## config.mk

```make
export PLATFORM = sky130hd
export DESIGN_NAME = stp_tuning_bank
export DESIGN_NICKNAME = d
export VERILOG_FILES = /design/src/stp_pkg.sv /design/src/stp_port_if.sv /design/src/stp_port_regs.sv /design/src/stp_tuning_bank.sv
export SDC_FILE = /design/constraint.sdc
export NUM_CORES = 1
export LEC_CHECK = 0
export BUFFER_PORTS_ARGS = -buffer_cell sky130_fd_sc_hd__buf_2
export CAP_MARGIN = 0
export CORE_UTILIZATION = 30
export CTS_CLUSTER_DIAMETER = 150
export DETAILED_ROUTE_END_ITERATION = 7
export SLEW_MARGIN = 15
export SYNTH_ARGS = -nofsm -noshare
export SYNTH_HDL_FRONTEND = slang
export SYNTH_SLANG_ARGS = --single-unit
```

## constraint.sdc

```tcl
create_clock -name core_clk -period 2.8 [get_ports core_clk]
set_input_delay 0.28 -clock core_clk [delete_from_list [all_inputs] [get_ports core_clk]]
set_output_delay 0.28 -clock core_clk [all_outputs]
set_load 0.01 [all_outputs]
```

## src/stp_pkg.sv

```systemverilog
// Constants of the per-port tuning register bank of the switch.
// Assumes port 0 is the upstream port and the others are downstream.
package stp_pkg;

  localparam int NUM_PORTS = 6;
  localparam int PORT_W = 3;
  localparam logic [PORT_W-1:0] UP_PORT = 3'h0;

  // ************************************************************
  // Byte offsets and word indices
  // ************************************************************
  localparam logic [7:0] OFS_WORD_C = 8'h80;
  localparam logic [7:0] OFS_WORD_D = 8'h84;
  localparam logic [7:0] OFS_WORD_E = 8'h88;
  localparam logic [7:0] OFS_TL = 8'h8C;
  localparam logic [1:0] IDX_WORD_C = 2'h0;
  localparam logic [1:0] IDX_WORD_D = 2'h1;
  localparam logic [1:0] IDX_WORD_E = 2'h2;
  localparam logic [1:0] IDX_TL = 2'h3;
  localparam int IDX_LSB = 2;

  // ************************************************************
  // Reset values
  // ************************************************************
  localparam logic [31:0] RST_WORD_C = 32'h000F_0000;
  localparam logic [31:0] RST_WORD_D = 32'h0000_0000;
  localparam logic [31:0] RST_WORD_E_UP = 32'h7308_3333;
  localparam logic [31:0] RST_WORD_E_DN = 32'h3308_3333;
  localparam logic [31:0] RST_TL = 32'h0079_1894;

  // ************************************************************
  // Field positions
  // ************************************************************
  localparam int KEEP_CFG_BIT = 11;
  localparam int RATE_CTRL_BIT = 30;
  localparam int GEN1_LIMIT_BIT = 31;
  localparam int RO_DISABLE_BIT = 6;
  localparam int ATTEMPT_LSB = 8;
  localparam int PORT_DISABLE_BIT = 10;
  localparam int PHY_RETRAIN_BIT = 16;

  // ************************************************************
  // Write masks: configuration side, loader side, global fields
  // ************************************************************
  localparam logic [31:0] CFG_MASK_C = 32'hFFFF_FFFF;
  localparam logic [31:0] CFG_MASK_D = 32'h0000_0000;
  localparam logic [31:0] CFG_MASK_E = 32'hC000_0000;
  localparam logic [31:0] CFG_MASK_TL = 32'h0000_0060;
  localparam logic [31:0] LD_MASK_C = 32'hFFFF_FFFF;
  localparam logic [31:0] LD_MASK_D = 32'hFFFF_FFFF;
  localparam logic [31:0] LD_MASK_E = 32'hFFFF_FFFF;
  localparam logic [31:0] LD_MASK_TL = 32'hBFFF_1FFF;
  localparam logic [31:0] EEPROM_ONLY_TL = 32'h0000_0040;
  localparam logic [31:0] GLOBAL_MASK_E = 32'h3FFF_FFFF;
  localparam logic [31:0] GLOBAL_MASK_TL = 32'h3C00_10EF;

  // ************************************************************
  // Loader source codes
  // ************************************************************
  localparam logic [1:0] SRC_SMBUS = 2'h0;
  localparam logic [1:0] SRC_I2C = 2'h1;
  localparam logic [1:0] SRC_EEPROM = 2'h2;

endpackage

```

## src/stp_port_if.sv

```systemverilog
// Write path and register contents between the bank and one port slice.
// Assumes a single clock shared by both ends.
`timescale 1ns/10ps
interface stp_port_if;
  logic we;
  logic [1:0] widx;
  logic [31:0] wdata;
  logic [31:0] wmask;
  logic [31:0] word_c;
  logic [31:0] word_d;
  logic [31:0] word_e;
  logic [31:0] word_tl;

  modport bank (output we, output widx, output wdata, output wmask,
    input word_c, input word_d, input word_e, input word_tl);
  modport port (input we, input widx, input wdata, input wmask,
    output word_c, output word_d, output word_e, output word_tl);
endinterface

```

## src/stp_port_regs.sv

```systemverilog
// Register slice of one switch port: four words with masked writes.
// Assumes the bank has already applied access and byte masks.
`timescale 1ns/10ps
module stp_port_regs
  import stp_pkg::*;
#(
  parameter bit IS_UP = 1'b0
)
(
  input wire logic core_clk,
  input wire logic rst_b,
  stp_port_if.port pif
);

  typedef struct packed {
    logic [31:0] c;
    logic [31:0] d;
    logic [31:0] e;
    logic [31:0] tl;
  } stp_slice_type;

  stp_slice_type st_q;
  stp_slice_type st_d;

  function automatic logic [31:0] merge(input logic [31:0] old, input logic [31:0] val,
                                        input logic [31:0] msk);
    merge = (old & ~msk) | (val & msk);
  endfunction

  always_comb
  begin
    st_d = st_q;
    if (pif.we)
    begin
      unique case (pif.widx)
        IDX_WORD_C: st_d.c = merge(st_q.c, pif.wdata, pif.wmask);
        IDX_WORD_D: st_d.d = merge(st_q.d, pif.wdata, pif.wmask);
        IDX_WORD_E: st_d.e = merge(st_q.e, pif.wdata, pif.wmask);
        IDX_TL: st_d.tl = merge(st_q.tl, pif.wdata, pif.wmask);
      endcase
    end
  end

  // Upstream slice defaults rate change control to one
  always_ff @(posedge core_clk or negedge rst_b)
  begin
    if (!rst_b)
    begin
      st_q.c <= RST_WORD_C;
      st_q.d <= RST_WORD_D;
      st_q.e <= IS_UP ? RST_WORD_E_UP : RST_WORD_E_DN;
      st_q.tl <= RST_TL;
    end
    else
    begin
      st_q <= st_d;
    end
  end

  assign pif.word_c = st_q.c;
  assign pif.word_d = st_q.d;
  assign pif.word_e = st_q.e;
  assign pif.word_tl = st_q.tl;

endmodule

```

## src/stp_tuning_bank.sv

```systemverilog
// Tuning register bank for all ports of the switch, with config and loader ports.
// Assumes requests are one-cycle pulses on core_clk from same-domain logic.
`timescale 1ns/10ps

// What this block does
// Loader writes defaults, even read-only fields
// Global fields come from upstream copy only
// Upstream link down clears config unless kept
// Rate change control resets up 1, down 0
// Rate change attempt count, reset 00b
// Port disable bit turns port off
// Ordering rule disable, loadable only from EEPROM
// Phy error retrain disable, bit 0 of byte
// Gen1 limit bit restricts port to 2.5 GT/s
module stp_tuning_bank
  import stp_pkg::*;
(
  input wire logic core_clk,
  input wire logic rst_b,
  input wire logic cfg_req,
  input wire logic cfg_we,
  input wire logic [PORT_W-1:0] cfg_port,
  input wire logic [7:0] cfg_addr,
  input wire logic [3:0] cfg_be,
  input wire logic [31:0] cfg_wdata,
  output logic cfg_ack,
  output logic [31:0] cfg_rdata,
  input wire logic ld_req,
  input wire logic [1:0] ld_src,
  input wire logic [PORT_W-1:0] ld_port,
  input wire logic [7:0] ld_addr,
  input wire logic [31:0] ld_wdata,
  output logic ld_ack,
  input wire logic up_link_down,
  output logic cfg_clear,
  output logic keep_cfg_on_link_down,
  output logic ordering_rule_disable,
  output logic [NUM_PORTS-1:0] port_disable,
  output logic [NUM_PORTS-1:0] rate_change_control,
  output logic [NUM_PORTS-1:0] first_generation_speed_limit,
  output logic [2*NUM_PORTS-1:0] rate_change_attempt_count,
  output logic [NUM_PORTS-1:0] phy_retrain_disable,
  output logic [31:0] link_tuning_word_c,
  output logic [31:0] link_tuning_word_d
);

  typedef struct packed {
    logic cfg_ack;
    logic [31:0] cfg_rdata;
    logic ld_ack;
    logic link_down_prev;
    logic cfg_clear;
  } stp_bank_type;

  stp_bank_type st_q;
  stp_bank_type st_d;

  logic [31:0] word_c_a [NUM_PORTS];
  logic [31:0] word_d_a [NUM_PORTS];
  logic [31:0] word_e_a [NUM_PORTS];
  logic [31:0] word_tl_a [NUM_PORTS];
  logic [31:0] view_e_a [NUM_PORTS];
  logic [31:0] view_tl_a [NUM_PORTS];
  logic [31:0] up_word_e;
  logic [31:0] up_word_tl;

  logic cfg_hit;
  logic ld_hit;
  logic [31:0] cfg_mask;
  logic [31:0] ld_mask;
  logic [31:0] be_lanes;
  logic link_down_rise;

  // ************************************************************
  // Access masks
  // ************************************************************
  function automatic logic mapped(input logic [7:0] addr);
    mapped = addr inside {OFS_WORD_C, OFS_WORD_D, OFS_WORD_E, OFS_TL};
  endfunction

  function automatic logic [31:0] cfg_word_mask(input logic [1:0] idx);
    logic [31:0] m;
    m = CFG_MASK_C;
    unique case (idx)
      IDX_WORD_C: m = CFG_MASK_C;
      IDX_WORD_D: m = CFG_MASK_D;
      IDX_WORD_E: m = CFG_MASK_E;
      IDX_TL: m = CFG_MASK_TL;
    endcase
    cfg_word_mask = m;
  endfunction

  function automatic logic [31:0] ld_word_mask(input logic [1:0] idx, input logic eeprom);
    logic [31:0] m;
    m = LD_MASK_C;
    unique case (idx)
      IDX_WORD_C: m = LD_MASK_C;
      IDX_WORD_D: m = LD_MASK_D;
      IDX_WORD_E: m = LD_MASK_E;
      IDX_TL: m = eeprom ? LD_MASK_TL : (LD_MASK_TL & ~EEPROM_ONLY_TL);
    endcase
    ld_word_mask = m;
  endfunction

  // ************************************************************
  // Request decode
  // ************************************************************
  assign cfg_hit = cfg_req && cfg_we && mapped(cfg_addr) &&
                   (cfg_port < PORT_W'(NUM_PORTS));
  assign ld_hit = ld_req && mapped(ld_addr) && (ld_port < PORT_W'(NUM_PORTS));
  assign be_lanes = {{8{cfg_be[3]}}, {8{cfg_be[2]}}, {8{cfg_be[1]}}, {8{cfg_be[0]}}};
  assign cfg_mask = cfg_word_mask(cfg_addr[IDX_LSB +: 2]) & be_lanes;
  assign ld_mask = ld_word_mask(ld_addr[IDX_LSB +: 2], ld_src == SRC_EEPROM);
  // Upstream link going down, same clock domain as the bank
  assign link_down_rise = up_link_down && !st_q.link_down_prev;

  // ************************************************************
  // Upstream copies of the global fields
  // ************************************************************
  assign up_word_e = word_e_a[UP_PORT];
  assign up_word_tl = word_tl_a[UP_PORT];

  // ************************************************************
  // Port slices
  // ************************************************************
  genvar gi;
  generate
    for (gi = 0; gi < NUM_PORTS; gi++)
    begin : g_port
      stp_port_if pif ();
      logic ld_sel;
      logic cfg_sel;

      // Loader wins over a same-cycle configuration write
      assign ld_sel = ld_hit && (ld_port == PORT_W'(gi));
      assign cfg_sel = cfg_hit && (cfg_port == PORT_W'(gi));
      assign pif.we = ld_sel || cfg_sel;
      assign pif.widx = ld_sel ? ld_addr[IDX_LSB +: 2] : cfg_addr[IDX_LSB +: 2];
      assign pif.wdata = ld_sel ? ld_wdata : cfg_wdata;
      assign pif.wmask = ld_sel ? ld_mask : cfg_mask;

      stp_port_regs #(
        .IS_UP(PORT_W'(gi) == UP_PORT)
      ) u_regs (
        .core_clk(core_clk),
        .rst_b(rst_b),
        .pif(pif)
      );

      assign word_c_a[gi] = pif.word_c;
      assign word_d_a[gi] = pif.word_d;
      assign word_e_a[gi] = pif.word_e;
      assign word_tl_a[gi] = pif.word_tl;

      // Global fields always come from the upstream copy
      assign view_e_a[gi] = (pif.word_e & ~GLOBAL_MASK_E) |
                            (up_word_e & GLOBAL_MASK_E);
      assign view_tl_a[gi] = (pif.word_tl & ~GLOBAL_MASK_TL) |
                             (up_word_tl & GLOBAL_MASK_TL);

      assign port_disable[gi] = pif.word_tl[PORT_DISABLE_BIT];
      assign rate_change_control[gi] = pif.word_e[RATE_CTRL_BIT];
      assign first_generation_speed_limit[gi] = pif.word_e[GEN1_LIMIT_BIT];
      assign rate_change_attempt_count[2*gi +: 2] = pif.word_tl[ATTEMPT_LSB +: 2];
      assign phy_retrain_disable[gi] = pif.word_tl[PHY_RETRAIN_BIT];
    end
  endgenerate

  // ************************************************************
  // Read view and link-down handling
  // ************************************************************
  function automatic logic [31:0] read_word(input logic [PORT_W-1:0] p,
                                            input logic [7:0] addr);
    logic [31:0] v;
    v = 32'h0000_0000;
    if (mapped(addr) && (p < PORT_W'(NUM_PORTS)))
    begin
      unique case (addr[IDX_LSB +: 2])
        IDX_WORD_C: v = word_c_a[p];
        IDX_WORD_D: v = word_d_a[UP_PORT];
        IDX_WORD_E: v = view_e_a[p];
        IDX_TL: v = view_tl_a[p];
      endcase
    end
    read_word = v;
  endfunction

  always_comb
  begin
    st_d = st_q;
    st_d.cfg_ack = cfg_req;
    st_d.ld_ack = ld_req;
    if (cfg_req && !cfg_we)
    begin
      st_d.cfg_rdata = read_word(cfg_port, cfg_addr);
    end
    st_d.link_down_prev = up_link_down;
    st_d.cfg_clear = link_down_rise && !up_word_e[KEEP_CFG_BIT];
  end

  always_ff @(posedge core_clk or negedge rst_b)
  begin
    if (!rst_b)
    begin
      st_q <= '0;
    end
    else
    begin
      st_q <= st_d;
    end
  end

  // ************************************************************
  // Top outputs
  // ************************************************************
  assign cfg_ack = st_q.cfg_ack;
  assign cfg_rdata = st_q.cfg_rdata;
  assign ld_ack = st_q.ld_ack;
  assign cfg_clear = st_q.cfg_clear;
  assign keep_cfg_on_link_down = up_word_e[KEEP_CFG_BIT];
  assign ordering_rule_disable = up_word_tl[RO_DISABLE_BIT];
  assign link_tuning_word_c = word_c_a[UP_PORT];
  assign link_tuning_word_d = word_d_a[UP_PORT];

endmodule

```

==> results of run 1 <==
[worst reg2reg max path: stages (launching register included)]
cell	delay (ns)
sky130_fd_sc_hd__dfrtp_1	0.42
sky130_fd_sc_hd__mux4_2	0.46
sky130_fd_sc_hd__inv_1	0.15
sky130_fd_sc_hd__o22ai_1	0.10
sky130_fd_sc_hd__a221oi_1	0.32
sky130_fd_sc_hd__nor2_1	0.09
[kinds of logic (layout without fill, tap and decap cells)]
| logic type | Yosys count | in the layout | share of synthesized area [%] |
|---|---|---|---|
| simple gates | 615 | 615 | 11.6 |
| compound gates | 555 | 555 | 17.1 |
| flops | 434 | 434 | 47.0 |
| mux | 335 | 335 | 18.2 |
| buf+inv | 299 | 642 | 5.89 |
| fa+ha+maj | 5 | 5 | 0.268 |
| other cells | 0 | 4 | 0 |
[through the flow]
step	setup WS [ns]	utilization [%]	TNS [ns]	power [uW]	hold WS (ns)
floorplan	0.0214	-	0	7090	-0.0156
global placement	-0.0856	34.7	-0.929	7710	0.307
detailed placement	-0.141	34.7	-2.75	7710	0.306
CTS	0.0611	37.6	0	14900	0.00148
global route	0.00650	37.8	0	15200	0.0264
finish	-0.00184	37.8	-0.00184	14800	0.0292
[cells in the mapped netlist (5+ instances only)]
cell	number	area [sq um]
sky130_fd_sc_hd__dfstp_2	83	2180
sky130_fd_sc_hd__buf_2	9	45.0
sky130_fd_sc_hd__o221ai_1	33	289
sky130_fd_sc_hd__a21oi_1	120	601
sky130_fd_sc_hd__dfrtp_1	351	8780
sky130_fd_sc_hd__o211ai_1	20	150
sky130_fd_sc_hd__mux4_2	54	1220
sky130_fd_sc_hd__nor4_1	5	31.3
sky130_fd_sc_hd__buf_1	25	93.8
sky130_fd_sc_hd__inv_1	74	278
sky130_fd_sc_hd__o21ai_0	53	265
sky130_fd_sc_hd__buf_4	60	450
sky130_fd_sc_hd__o21ai_2	8	70.1
sky130_fd_sc_hd__o32a_1	8	80.1
sky130_fd_sc_hd__nand3_1	23	115
sky130_fd_sc_hd__nor2b_1	5	31.3
sky130_fd_sc_hd__and4_1	5	43.8
sky130_fd_sc_hd__o21a_1	39	293
sky130_fd_sc_hd__o22a_1	27	236
sky130_fd_sc_hd__o22ai_1	42	263
sky130_fd_sc_hd__o31ai_1	7	52.6
sky130_fd_sc_hd__mux2i_1	108	1080
sky130_fd_sc_hd__clkbuf_1	129	484
sky130_fd_sc_hd__a22oi_1	17	128
sky130_fd_sc_hd__nor2_1	152	571
sky130_fd_sc_hd__nand2_1	325	1220
sky130_fd_sc_hd__a31oi_1	47	294
sky130_fd_sc_hd__a211oi_1	32	240
sky130_fd_sc_hd__a32o_1	30	300
sky130_fd_sc_hd__nand2b_1	8	50.1
sky130_fd_sc_hd__nand4_1	13	81.3
sky130_fd_sc_hd__a221oi_1	32	280
sky130_fd_sc_hd__mux2_2	173	1950
sky130_fd_sc_hd__and2_1	11	68.8
sky130_fd_sc_hd__and3_1	10	62.6
sky130_fd_sc_hd__nor3_1	22	110
sky130_fd_sc_hd__ha_1	5	62.6
[power by group]
group | internal, uW | total (uW) | leakage (uW) | switching [uW]
logic | 423 | 1240 | 0.00703 | 818
clock network | 4280 | 7120 | 0.000875 | 2840
registers | 6370 | 6430 | 0.00560 | 57.3
total | 11100 | 14800 | 0.0135 | 3720
[metal layers]
layer  GRT usage, %  routed length (um)  share of wire (%)  vias up
li1               -                   -                  -     8809
met1           29.9               37200                 41    10200
met2           36.0               41900                 46      927
met3           5.42                8060                8.9      210
met4           8.79                3560                3.9       10
met5              0                  61              0.067        -
[final timing paths]
path,endpoint,cells after the start
hold reg to reg,cfg_clear$_DFF_PN0_,1
setup reg to reg,cfg_rdata[31]$_DFFE_PN0P_,5
max in group asynchronous,async pin,3
hold / removal,register,3
min in group asynchronous,async pin,2
setup / recovery,register,9
[area by class of cell]
type / instances / area, sq um / share of cell area (%)
Clock inverter: 25 / 343 / 1.19
Multi-Input combinational cell: 1510 / 11200 / 38.7
Clock buffer: 71 / 1450 / 5.03
Sequential cell: 434 / 11000 / 38.0
Antenna cell: 4 / 10.0 / 0.0347
Tap cell: 1030 / 1290 / 4.46
Timing Repair Buffer: 472 / 3370 / 11.7
Inverter: 74 / 278 / 0.962
[repair_timing]
action                                  4_1_cts  5_1_grt
hold buffers                                 42        0
hold endpoints to repair                     86        0
endpoints found under the setup margin        0        6
setup buffers                                 0       10
resized for setup                             0        4
==> flow_metrics.tcl, run 1 <==
set metrics [dict create \
    status "finished, violations left" \
    violations_in_the_final_reports "setup timing" \
    r2r_slack_ns 1.14 \
    rsz_0062_raised_after_global_routing "no" \
    layout.nets 2646 \
    vias 20200 \
    final_layout_size_suffix_gt1_share_pct 34.3 \
    synth-seq-cells 434 \
    place.gp.congestion 0.941 \
    finClkSkew_ns 0.0460 \
    crit_family "simple AND/OR/NAND/NOR gates" \
    placed_cells_incl_taps 3467 \
    synth-seq-area-share_pct 47.0 \
    ant_nets 0 \
    grt_pass1_vias 20100 \
    fillCellCount 7501 \
    synth_warnings 0 \
    layout.cell_area.non_filler_sq_um 28900 \
    most_frequent_standard_cell_in_the_layout_excluding_fill_and_tap_cells "sky130_fd_sc_hd__dfrtp_1" \
    synthArstFlopShare_pct 100 \
    crit_path_start_kind "input port" \
    global_route.overflow_total 0 \
    die_height_um 281 \
    max-cap-violations 0 \
    clk_transition_reported_paths_ns 0.06 \
    syn_area_per_cell_sq_um 10.4 \
    path_buf_inv 4 \
    timing.critical_path.required_ns 3.28 \
    die-area_sq_um 78900 \
    clock_tree_from_tritoncts "built" \
    post-dp-hpwl_mm 65.3 \
    final.min_clock_period_ns 2.80 \
    worst_ep_arrival_time_ns 3.29 \
    final.period_utilization_pct 100 \
    critPathLaunch "cfg_req" \
    grt_use_total_pct 22.8 \
    postRouteWirelength_mm 90.8 \
    setup_viol 1 \
    yosysUniqueCellTypes 73 \
    layout_setup_ws_ns -0.00184 \
    finish.cell_count_without_fillers 3620 \
    wl_per_cell_um 25.1 \
    mappedNetlistArea_sq_um 23300 \
    cpPeakStageDelay_ns 0.98 \
    crit_path_max_fanout 7 \
    grt_max_degree 70 \
    grt_first_pass_wirelength_mm 134 \
    synth_enable_flop_cells 0 \
    floorplan.die.width_um 281 \
    timing_worst_slew_pin_value_ns 1.21 \
    crit_path_cell_trace "dlygate4sd3_1 > buf_2 > and4b_2 > nand4b_1 > buf_4 > nor4b_2 > buf_4 > a211oi_1 > a211oi_1" \
    htree_levels 2 \
    tritoncts.num_buffers 51 \
    ir_drop_uv 440 \
    placement_rows 101 \
    flow.area_growth_from_synthesis_pct 23.8 \
    clockBufferDepth 3 \
    report.final.hold_viol_count 0 \
    ctsRootBufferMaster "sky130_fd_sc_hd__clkbuf_16" \
    ys.flop_type "sky130_fd_sc_hd__dfrtp_1" \
    max_freq_ghz 0.357 \
    synth_cells 2243 \
    net_count_of_the_mapped_netlist 2346 \
    clock_insertion_delay_worst_skew_ns 0.62 \
    critical_path.slowest_cell "sky130_fd_sc_hd__nor4b_2" \
    power.static_leakage_uw 0.0135 \
    detail_route.vias_per_cell 5.58 \
    max-slew-margin-rel_pct 19.1 \
    drt_first_iter_violations 2034 \
    most-common-layout-cells "351 x sky130_fd_sc_hd__dfrtp_1, 325 x sky130_fd_sc_hd__nand2_1, 231 x sky130_fd_sc_hd__buf_2" \
    floorplan.core_area_sq_um 76500 \
    grt_antenna_before_repair 8 \
    number_of_i_o_pins 235 \
    drt_first_pass_iters 6 \
    maxSlewViolCount 0 \
    timing.critical_path.to_type "register" \
    effective_utilization_at_floorplan_pct 30.5 \
    hold_path.class "input port to register" \
    power.density_nw_per_um2 512 \
    worst_hold_startpoint "cfg_wdata[18]" \
    detail_route.drc_violations 0 \
    cts_num_sinks 434 \
    numPortBuffers 234 \
    placement.cell_area_sq_um 26600 \
    critPathKind "input port to register" \
]
No activity file was read; power rests on OpenSTA's default activity.
==> inputs of run 2 (changes only) <==
--- a/config.mk
+++ b/config.mk
@@ -7,7 +7,7 @@
 export LEC_CHECK = 0
 export BUFFER_PORTS_ARGS = -buffer_cell sky130_fd_sc_hd__buf_2
 export CAP_MARGIN = 0
-export CORE_UTILIZATION = 30
+export CORE_UTILIZATION = 40
 export CTS_CLUSTER_DIAMETER = 150
 export DETAILED_ROUTE_END_ITERATION = 7
 export SLEW_MARGIN = 15
==> run 2 against run 1 <==
Final area is 1.9% lower. Count of clock-buffer cells in the layout increased by 5. First-iteration DRC count increased by 13%. Sequential power hardly changed. Maximum frequency increased by 2.8%. Clock skew down 0.038 ns. Highest routed layer is now met4. The flow now finishes without violations. Non-clock buffer count decreased by 14. Critical path type unchanged. Clock power down 5.8%. Setup slack gained 0.077 ns. Core utilization up 11 points. Combinational power hardly changed.
==> flow_metrics.tcl, run 2 (same netlist as run 1, synthesis figures left out) <==
set metrics [dict create \
    placed_cells_incl_taps 3210 \
    finClkSkew_ns 0.00833 \
    hold_path.class "input port to register" \
    post-dp-hpwl_mm 63.7 \
    detail_route.vias_per_cell 6.18 \
    crit_path_max_fanout 8 \
    rsz_0062_raised_after_global_routing "no" \
    timing.critical_path.to_type "register" \
    grt_max_degree 64 \
    postRouteWirelength_mm 89.6 \
    flow.area_growth_from_synthesis_pct 21.4 \
    critical_path.slowest_cell "sky130_fd_sc_hd__and3_1" \
    detail_route.drc_violations 0 \
    post-layout-total-power_uw 14400 \
    status "completed" \
    power.static_leakage_uw 0.0134 \
    maxSlewViolCount 0 \
    die-area_sq_um 59300 \
    crit_path_start_kind "input port" \
    grt_antenna_before_repair 0 \
    numPortBuffers 234 \
    drt_first_pass_iters 8 \
    floorplan.die.width_um 244 \
    tritoncts.num_buffers 49 \
    layout.nets 2630 \
    power.density_nw_per_um2 508 \
    place.gp.congestion 0.953 \
    max-slew-margin-rel_pct 16.9 \
    resized_after_cts 0 \
    vias 20600 \
    ir_drop_uv 649 \
    grt_use_total_pct 29.8 \
    clockBufferDepth 3 \
    num_antenna_cells 0 \
    max-cap-violations 0 \
    ant_nets 0 \
    worst_ep_arrival_time_ns 3.16 \
    grt_pass1_vias 20500 \
    report.final.hold_viol_count 0 \
    final_layout_size_suffix_gt1_share_pct 34.0 \
    combined_area_of_the_multi_input_logic_cells_sq_um 11100 \
    timing.critical_path.required_ns 3.23 \
    ctsRootBufferMaster "sky130_fd_sc_hd__clkbuf_16" \
    drt_first_iter_violations 2289 \
    htree_levels 2 \
    crit_path_cell_trace "dlygate4sd3_1 > buf_2 > nor4bb_4 > and3_1 > nand3_1 > o21ai_0 > a21oi_1" \
    path_buf_inv 2 \
    clk_transition_reported_paths_ns 0.06 \
    die_height_um 244 \
    cpPeakStageDelay_ns 0.60 \
    placement.cell_area_sq_um 26300 \
    finish.cell_count_without_fillers 3333 \
    wl_per_cell_um 26.9 \
    post_cts_hold_buffer_count 31 \
    final-seq-area_sq_um 11000 \
    final.period_utilization_pct 97.3 \
    clock_insertion_delay_worst_skew_ns 0.60 \
    max_freq_ghz 0.367 \
    setup_viol 0 \
    grt_first_pass_wirelength_mm 133 \
    cts_num_sinks 434 \
    floorplan.core_area_sq_um 57700 \
    critPathKind "input port to register" \
    most_frequent_standard_cell_in_the_layout_excluding_fill_and_tap_cells "sky130_fd_sc_hd__dfrtp_1" \
    fillCellCount 5362 \
    crit_family "simple AND/OR/NAND/NOR gates" \
    clock_tree_from_tritoncts "built" \
    most-common-layout-cells "351 x sky130_fd_sc_hd__dfrtp_1, 325 x sky130_fd_sc_hd__nand2_1, 231 x sky130_fd_sc_hd__buf_2" \
    layout.cell_area.non_filler_sq_um 28300 \
    number_of_i_o_pins 235 \
    final.min_clock_period_ns 2.72 \
    global_route.overflow_total 0 \
    effective_utilization_at_floorplan_pct 40.5 \
    placement_rows 88 \
    cts_setup_buffers 0 \
    timing_worst_slew_pin_value_ns 1.24 \
]
## run 2: worst reg2reg max path, cell delays in order (launching register included)
cell and delay, ns:
sky130_fd_sc_hd__dfrtp_1 0.43, sky130_fd_sc_hd__mux4_2 0.48, sky130_fd_sc_hd__inv_1 0.07, sky130_fd_sc_hd__o22ai_1 0.08
sky130_fd_sc_hd__a221oi_1 0.34, sky130_fd_sc_hd__nor2_1 0.08
## run 2: area by class of cell
| class | instances | share of cell area, % |
|---|---|---|
| clock buffer | 76 | 5.19 |
| clock inverter | 16 | 0.764 |
| inverter | 74 | 0.981 |
| multi-input combinational | 1510 | 39.3 |
| sequential | 434 | 38.7 |
| tap | 765 | 3.38 |
| timing repair buffer | 458 | 11.6 |
## run 2: final timing paths
check	slack (ns)	endpoint	cells past startpoint	startpoint
max	0.08	register	7	ld_req
min	0.03	register	3	ld_wdata[14]
max reg2reg	1.18	cfg_rdata[31]$_DFFE_PN0P_	5	register
min reg2reg	0.41	cfg_clear$_DFF_PN0_	1	st_q[1]$_DFF_PN0_
max in group asynchronous	1.60	async pin	4	rst_b
min in group asynchronous	0.22	cfg_rdata[7]$_DFFE_PN0P_	2	rst_b
## run 2: per-layer routing
layer | vias up | routed length [um] | share of wire (%) | GRT usage [%]
met5 | - | 0 | 0 | 0
met4 | 0 | 3770 | 4.2 | 12.1
li1 | 8750 | - | - | -
met1 | 10500 | 37100 | 41 | 40.6
met2 | 1112 | 41400 | 46 | 47.3
met3 | 218 | 7290 | 8.1 | 4.87
## run 2: through the flow
step | TNS, ns | setup slack, ns | hold slack [ns] | util (%)
after global routing | 0 | 0.00587 | 0.0313 | 49.1
after global placement | -0.530 | -0.0777 | 0.252 | 45.6
after floorplan | 0 | 0.0214 | -0.0156 | -
after CTS | 0 | 0.175 | 0.00222 | 49.1
after detailed placement | -1.10 | -0.0806 | 0.253 | 45.6
final | 0 | 0.0751 | 0.0302 | 49.1
## run 2: power breakdown
group	total, uW	internal [uW]	leakage [uW]	switching (uW)
logic	1240	420	0.00697	820
registers	6430	6370	0.00560	58.2
clock network	6710	3990	0.000819	2720
